`src/hdl/refctl_params.svh`:
```
`ifndef REFCTL_PARAMS_SVH
`define REFCTL_PARAMS_SVH

// ------------------------------------------------------------
// Register offsets on the control port
// ------------------------------------------------------------
`define REF_CFG_OFFSET        10'h01c
`define REF_MISC_OFFSET       10'h01d
`define PLL_STATUS_OFFSET     10'h01f

// ------------------------------------------------------------
// Field positions
// ------------------------------------------------------------
`define REF_CFG_DIFF_BIT      0
`define REF_CFG_FIRST_REFERENCE_INPUT_BIT      1
`define REF_CFG_SECOND_REFERENCE_INPUT_BIT      2
`define REF_MISC_FREEZE_BIT   4
`define REF_MISC_DOUBLER_BIT  5
`define REF_MISC_XTAL_BIT     6
`define REF_MISC_EEPROM_BIT   7

// ------------------------------------------------------------
// Reset values
// ------------------------------------------------------------
`define REF_CFG_RESET         8'h00
`define REF_MISC_RESET        8'h80
`define PLL_STATUS_RESET      8'h00
`define RDATA_RESET           8'h00
`define RDATA_UNMAPPED        8'h00
`define STATUS_PIN_RESET      1'b0

`endif

```
`src/hdl/refctl_pkg.sv`:
```
package refctl_pkg;
    typedef logic [7:0] reg_byte_t;
    typedef logic [9:0] reg_addr_t;
endpackage : refctl_pkg

```
`src/hdl/pll_status_if.sv`:
```
`timescale 1ns/100ps
`default_nettype none

interface pll_status_if;
    logic                 freeze;
    refctl_pkg::reg_byte_t live;
    refctl_pkg::reg_byte_t held;

    modport ctrl (output freeze, output live, input held);
    modport hold (input freeze, input live, output held);
endinterface : pll_status_if

`default_nettype wire

```
`src/hdl/pll_status_hold.sv`:
```
`timescale 1ns/100ps
`default_nettype none
`include "refctl_params.svh"

module pll_status_hold (
    input  wire logic     mclk,
    input  wire logic     sys_rst,
    pll_status_if.hold    stat
);
    refctl_pkg::reg_byte_t held;
    refctl_pkg::reg_byte_t next_held;

    // ------------------------------------------------------------
    // Readback image: follows the live status unless frozen.
    // ------------------------------------------------------------
    always_comb begin
        next_held = held;
        if (!stat.freeze) begin
            next_held = stat.live;
        end
    end

    always_ff @(posedge mclk) begin
        if (sys_rst) begin
            held <= `PLL_STATUS_RESET;
        end else begin
            held <= next_held;
        end
    end

    assign stat.held = held;
endmodule : pll_status_hold

`default_nettype wire

```
`src/hdl/reference_input_control_regs.sv`:
```
`timescale 1ns/100ps
`default_nettype none
`include "refctl_params.svh"

module reference_input_control_regs #(
    parameter int REG_WIDTH  = 8,
    parameter int ADDR_WIDTH = 10
) (
    input  wire logic                  mclk,
    input  wire logic                  sys_rst,
    input  wire logic                  reg_wr,
    input  wire logic                  reg_rd,
    input  wire refctl_pkg::reg_addr_t reg_addr,
    input  wire refctl_pkg::reg_byte_t reg_wdata,
    output var  refctl_pkg::reg_byte_t reg_rdata,
    input  wire logic                  status_eeprom,
    input  wire logic                  status_selected,
    input  wire refctl_pkg::reg_byte_t pll_status_live,
    output var  logic                  second_reference_input_pwr,
    output var  logic                  first_reference_input_pwr,
    output var  logic                  differential_mode,
    output var  logic                  crystal_oscillator_amp_en,
    output var  logic                  doubler_en,
    output var  logic                  status_pin,
    output var  refctl_pkg::reg_byte_t pll_status_readback
);
    refctl_pkg::reg_byte_t ref_cfg;
    refctl_pkg::reg_byte_t next_ref_cfg;
    refctl_pkg::reg_byte_t ref_misc;
    refctl_pkg::reg_byte_t next_ref_misc;
    refctl_pkg::reg_byte_t next_reg_rdata;
    logic                  next_status_pin;
    refctl_pkg::reg_byte_t cfg_mask;
    refctl_pkg::reg_byte_t misc_mask;
    logic                  next_second_reference_input_pwr;
    logic                  next_first_reference_input_pwr;
    logic                  next_differential_mode;
    logic                  next_crystal_oscillator_amp_en;
    logic                  next_doubler_en;
    logic                  cfg_write;
    logic                  misc_write;
    logic                  eeprom_at_pin;
    logic                  readback_freeze;

    // Reset images, read bit by bit for the output flip-flops.
    localparam refctl_pkg::reg_byte_t CFG_RESET  = `REF_CFG_RESET;
    localparam refctl_pkg::reg_byte_t MISC_RESET = `REF_MISC_RESET;

    pll_status_if stat ();

    // ------------------------------------------------------------
    // Elaboration checks
    // ------------------------------------------------------------
    // The port types fix both widths, so no other value can be served.
    if (REG_WIDTH != $bits(refctl_pkg::reg_byte_t)) begin : g_reg_width_check
        $error("REG_WIDTH must equal the register byte width");
    end
    if (ADDR_WIDTH != $bits(refctl_pkg::reg_addr_t)) begin : g_addr_width_check
        $error("ADDR_WIDTH must equal the register address width");
    end
    if (`REF_CFG_SECOND_REFERENCE_INPUT_BIT >= REG_WIDTH) begin : g_cfg_field_check
        $error("Every config field must lie inside the register");
    end
    if (`REF_MISC_EEPROM_BIT >= REG_WIDTH) begin : g_misc_field_check
        $error("Every misc field must lie inside the register");
    end
    if (`REF_CFG_OFFSET == `REF_MISC_OFFSET) begin : g_offset_check
        $error("The two register offsets must differ");
    end

    // ------------------------------------------------------------
    // Address decode and field views
    // ------------------------------------------------------------
    always_comb begin
        cfg_write       = reg_wr && (reg_addr == `REF_CFG_OFFSET);
        misc_write      = reg_wr && (reg_addr == `REF_MISC_OFFSET);
        eeprom_at_pin   = ref_misc[`REF_MISC_EEPROM_BIT];
        readback_freeze = ref_misc[`REF_MISC_FREEZE_BIT];
    end

    // ------------------------------------------------------------
    // Implemented bits; all others store nothing and read zero.
    // ------------------------------------------------------------
    always_comb begin
        cfg_mask  = 8'h00;
        misc_mask = 8'h00;
        cfg_mask[`REF_CFG_DIFF_BIT]      = 1'b1;
        cfg_mask[`REF_CFG_FIRST_REFERENCE_INPUT_BIT]      = 1'b1;
        cfg_mask[`REF_CFG_SECOND_REFERENCE_INPUT_BIT]      = 1'b1;
        misc_mask[`REF_MISC_FREEZE_BIT]  = 1'b1;
        misc_mask[`REF_MISC_DOUBLER_BIT] = 1'b1;
        misc_mask[`REF_MISC_XTAL_BIT]    = 1'b1;
        misc_mask[`REF_MISC_EEPROM_BIT]  = 1'b1;
    end

    // ------------------------------------------------------------
    // Register writes
    // ------------------------------------------------------------
    // The power bits are stored as written even in differential mode;
    // keeping them clear there is left to software.
    always_comb begin
        next_ref_cfg  = ref_cfg;
        next_ref_misc = ref_misc;
        if (cfg_write) begin
            // Reserved bits are masked so they never hold a value.
            next_ref_cfg = reg_wdata & cfg_mask;
        end
        if (misc_write) begin
            next_ref_misc = reg_wdata & misc_mask;
        end
    end

    always_ff @(posedge mclk) begin
        if (sys_rst) begin
            ref_cfg  <= `REF_CFG_RESET;
            ref_misc <= `REF_MISC_RESET;
        end else begin
            ref_cfg  <= next_ref_cfg;
            ref_misc <= next_ref_misc;
        end
    end

    // ------------------------------------------------------------
    // Read data, held until the next read strobe
    // ------------------------------------------------------------
    // A read and a write in one cycle return the value before the write.
    always_comb begin
        next_reg_rdata = reg_rdata;
        if (reg_rd) begin
            case (reg_addr)
                `REF_CFG_OFFSET:    next_reg_rdata = ref_cfg;
                `REF_MISC_OFFSET:   next_reg_rdata = ref_misc;
                `PLL_STATUS_OFFSET: next_reg_rdata = stat.held;
                default:            next_reg_rdata = `RDATA_UNMAPPED;
            endcase
        end
    end

    always_ff @(posedge mclk) begin
        if (sys_rst) begin
            reg_rdata <= `RDATA_RESET;
        end else begin
            reg_rdata <= next_reg_rdata;
        end
    end

    // ------------------------------------------------------------
    // Status pin source
    // ------------------------------------------------------------
    // The pin shows its source one cycle late, as every output is registered.
    always_comb begin
        if (eeprom_at_pin) begin
            next_status_pin = status_eeprom;
        end else begin
            next_status_pin = status_selected;
        end
    end

    always_ff @(posedge mclk) begin
        if (sys_rst) begin
            status_pin <= `STATUS_PIN_RESET;
        end else begin
            status_pin <= next_status_pin;
        end
    end

    // ------------------------------------------------------------
    // Control outputs, loaded on the same edge as the stored bits
    // ------------------------------------------------------------
    // Each output has its own flip-flop so no decode sits behind a pin.
    always_comb begin
        next_second_reference_input_pwr = next_ref_cfg[`REF_CFG_SECOND_REFERENCE_INPUT_BIT];
        next_first_reference_input_pwr  = next_ref_cfg[`REF_CFG_FIRST_REFERENCE_INPUT_BIT];
        next_differential_mode          = next_ref_cfg[`REF_CFG_DIFF_BIT];
        next_crystal_oscillator_amp_en  = next_ref_misc[`REF_MISC_XTAL_BIT];
        next_doubler_en                 = next_ref_misc[`REF_MISC_DOUBLER_BIT];
    end

    always_ff @(posedge mclk) begin
        if (sys_rst) begin
            second_reference_input_pwr <= CFG_RESET[`REF_CFG_SECOND_REFERENCE_INPUT_BIT];
            first_reference_input_pwr  <= CFG_RESET[`REF_CFG_FIRST_REFERENCE_INPUT_BIT];
            differential_mode          <= CFG_RESET[`REF_CFG_DIFF_BIT];
            crystal_oscillator_amp_en  <= MISC_RESET[`REF_MISC_XTAL_BIT];
            doubler_en                 <= MISC_RESET[`REF_MISC_DOUBLER_BIT];
        end else begin
            second_reference_input_pwr <= next_second_reference_input_pwr;
            first_reference_input_pwr  <= next_first_reference_input_pwr;
            differential_mode          <= next_differential_mode;
            crystal_oscillator_amp_en  <= next_crystal_oscillator_amp_en;
            doubler_en                 <= next_doubler_en;
        end
    end

    // ------------------------------------------------------------
    // PLL status readback image
    // ------------------------------------------------------------
    // Freezing acts from the cycle after the write; the image keeps its last value.
    always_comb begin
        stat.freeze         = readback_freeze;
        stat.live           = pll_status_live;
        pll_status_readback = stat.held;
    end

    pll_status_hold u_hold (
        .mclk    (mclk),
        .sys_rst (sys_rst),
        .stat    (stat.hold)
    );
endmodule : reference_input_control_regs

`default_nettype wire

```
`config.mk`:
```
export PLATFORM = sky130hd
export DESIGN_NAME = reference_input_control_regs
export DESIGN_NICKNAME = d
export VERILOG_FILES = /design/src/hdl/refctl_pkg.sv /design/src/hdl/pll_status_if.sv /design/src/hdl/pll_status_hold.sv /design/src/hdl/reference_input_control_regs.sv
export VERILOG_INCLUDE_DIRS = /design/src /design/src/hdl
export SDC_FILE = /design/constraint.sdc
export NUM_CORES = 1
export LEC_CHECK = 0
export BUFFER_PORTS_ARGS = -buffer_cell sky130_fd_sc_hd__buf_2
export CAP_MARGIN = 10
export CORE_ASPECT_RATIO = 1.75
export CORE_UTILIZATION = 39
export CTS_CLUSTER_SIZE = 40
export DETAILED_ROUTE_END_ITERATION = 7
export GPL_ROUTABILITY_DRIVEN = 0
export PLACE_DENSITY = 0.74
export SLEW_MARGIN = 40
export SYNTH_ARGS = -nofsm -noshare
export SYNTH_HDL_FRONTEND = slang
export SYNTH_SLANG_ARGS = --single-unit
```
`constraint.sdc`:
```
create_clock -name mclk -period 1.04 [get_ports mclk]
set_input_delay 0.104 -clock mclk [delete_from_list [all_inputs] [get_ports mclk]]
set_output_delay 0.104 -clock mclk [all_outputs]
set_load 0.05 [all_outputs]
```
==> impl_metrics.csv <==
group,metric,value,unit
setup_path,critPathBufInv,1,
setup_path,max_stage_delay,370,ps
drt,drc_errors,0,
place,dp_slack,-116,ps
clocking,cts_tree,"built",
flow_run,cap_violations,0,
setup_path,r2r_start,"ref_misc[4]",
pwr,totalPowerFinal,1.82,mW
setup_path,worstSetupPathType,"reg2out",
place,dpl_cell_area,1350,sq um
setup_path,critPathTopFamily,"flip-flops",
die,start_util,40.8,%
timing,grt_setup_unrepaired,"no",
min_path,min_path_cells,2,
die,coreArea,2490,sq um
synthesis,netlist_instances,104,
place,dp_hpwl,1870,um
min_path,min_path_type,"in2reg",
clocking,cts_buffers,3,
place,portBuffers,52,
final_layout,final_cell_mix,"46 x buf_2, 23 x dfxtp_1, 20 x mux2i_1",
setup_path,arrival,920,ps
pwr,p_sw,0.440,mW
die,die_h,69.5,um
place,dpl.cell_count,186,
pwr,pwr-share-comb,13.4,%
clocking,insertion_delay,260,ps
global_route,grt_pass1_vias,845,
timing,setup_ws,18.9,ps
global_route,grt_usage,17.3,%
timing,finalSetupViolations,0,
setup_path,rr_worst_depth,3,
synthesis,syn-cell-area,1020,sq um
synthesis,yosysWarningCount,0,
synthesis,async_flop_share,0,%
global_route,grt_antenna_before_repair,0,
setup_path,r2r_slack,190,ps
clocking,clk_pin_slew_worst_paths,80,ps
synthesis,synth-seq-area-share,47.3,%
die,die_area,2820,sq um
clocking,clock_path_buffers,2,
timing,fmax,979,MHz
final_layout,area_growth_syn_to_layout,40.0,%
pwr,power.density,1280,nW/um^2
pwr,vdd_drop_max,0.769,mV
die,rows,24,
setup_path,r2r_end,"u_hold.stat.held[0]",
setup_path,path_depth,1,
synthesis,synth_edf_count,0,
final_layout,antennaDiodeCount,0,
setup_path,cp-start-kind,"register",
setup_path,worstPathMaxFanout,3,
drt,drtIter0Drc,10,
clocking,htree_levels,1,
drt,first_pass_iters,4,
final_layout,finalNetCount,197,
synthesis,synth_top_flop_cell,"dfxtp_1",
clocking,cts_root_buf,"clkbuf_8",
drt,vias_per_cell,4.93,
final_layout,mostFrequentLayoutCell,"buf_2",
final_layout,final_area,1420,sq um
timing,fin_crit_sh,98.2,%
drt,wl_per_cell,12.1,um
timing,worst_pin_slew,436,ps
setup_path,critical_path.endpoint,"first_reference_input_pwr",
final_layout,final_util,57.1,%
clocking,cts_num_sinks,24,
timing,hold_viol,0,
final_layout,fin_cells,190,
final_layout,drive_gt1_share,40.9,%
drt,postRouteAntennaNets,0,
die,die_w,40.6,um
pwr,sw_frac_of_total,24.2,%
pwr,intPower,1.38,mW
pwr,p_clk_share,34.3,%
pwr,p_leak,0.705,nW
timing,min_period,1020,ps
synthesis,synth_cell_type_count,18,
global_route,grt_max_degree,24,
drt,vias,937,
timing,final.setup.tns,0,ps
setup_path,critical-path-slowest-cell,"dfxtp_1",
setup_path,crit_start,"ref_cfg[1]",
drt,drt-total-wl,2290,um
setup_path,path_cells,"buf_2",
synthesis,ys_seq_elements,24,
timing,finClkSkew,0.750,ps
setup_path,crit_required,940,ps
status,status,"complete, no violations",
timing,max-slew-margin-rel,70.8,%
timing,maxSlewViolCount,0,
synthesis,synth_fp_nets,136,
pwr,p_seq_share,52.3,%
timing,holdWs,57.1,ps
setup_path,critPathCaptureType,"output pin",
synthesis,avgSynthCellArea,9.77,sq um
global_route,grt_pass1_wl,3480,um
global_route,grt_remaining_overflow,0,
die,io_pins,54,
-- kinds of logic (layout without fill, tap and decap cells) --
| group | after synthesis | in the layout | share of synthesized area (%) |
|---|---|---|---|
| AND/OR/NAND/NOR | 43 | 43 | 23.9 |
| flip-flops | 24 | 24 | 47.3 |
| buffers and inverters | 5 | 65 | 2.09 |
| AO/OA/AOI/OAI | 12 | 12 | 7.02 |
| multiplexers | 20 | 20 | 19.7 |
-- power groups by stage --
stage / Clock, mW / Sequential, mW / Combinational (mW)
6_report: 0.623 / 0.950 / 0.244
5_1_grt: 0.667 / 0.953 / 0.262
4_1_cts: 0.638 / 0.949 / 0.243
3_5_place_dp: 0 / 0.971 / 0.242
3_3_place_gp: 0 / 0.971 / 0.236
2_1_floorplan: 0 / 1.04 / 0.0718
-- cells in the mapped netlist (2+ instances only) --
| cell type | count | area, sq um |
|---|---|---|
| dfxtp_1 | 24 | 480 |
| mux2i_1 | 20 | 200 |
| o21ai_0 | 7 | 35.0 |
| nand2_1 | 7 | 26.3 |
| buf_2 | 2 | 10.0 |
| clkbuf_1 | 2 | 7.51 |
| nand2b_1 | 13 | 81.3 |
| nor2_1 | 13 | 48.8 |
| nor2b_1 | 2 | 12.5 |
| nand4_1 | 4 | 25.0 |
| a22oi_1 | 3 | 22.5 |
-- routing by layer --
metal | GRT usage (%) | vias to the layer above | wire, um
met4 | 7.04 | 0 | 21
li1 | - | 477 | -
met2 | 30.0 | 29 | 1290
met3 | 2.88 | 2 | 100
met1 | 19.0 | 429 | 887
met5 | 0 | - | 0
-- final cells by class --
cell class,count,area (sq um)
Sequential cell,24,482
Timing Repair Buffer,60,335
Inverter,1,3.75
Tap cell,26,32.5
Clock buffer,4,55.1
Multi-Input combinational cell,75,514
Fill cell,232,1070
-- sequential cells by signal, indices dropped and copies added (netlist names) --
name / cells
reg_rdata: 8
status_pin: 1
u_hold.stat.held: 8
ref_cfg: 3
ref_misc: 4
-- how the worst min path moves through the flow --
stage                       startpoint             endpoint
finish                         sys_rst         reg_rdata[3]
global placement               sys_rst         reg_rdata[3]
CTS                            sys_rst         reg_rdata[3]
global route                   sys_rst         reg_rdata[3]
detailed placement             sys_rst         reg_rdata[3]
floorplan           pll_status_live[3]  u_hold.stat.held[3]
-- repair_timing --
| action | 4_1_cts | 5_1_grt |
|---|---|---|
| resized for setup | 0 | 6 |
| setup buffers | 0 | 0 |
| setup endpoints to repair | 0 | 6 |
| endpoints found under the hold margin | 0 | 0 |
| hold buffers | 0 | 0 |
Power figures use the tool's default switching activity.
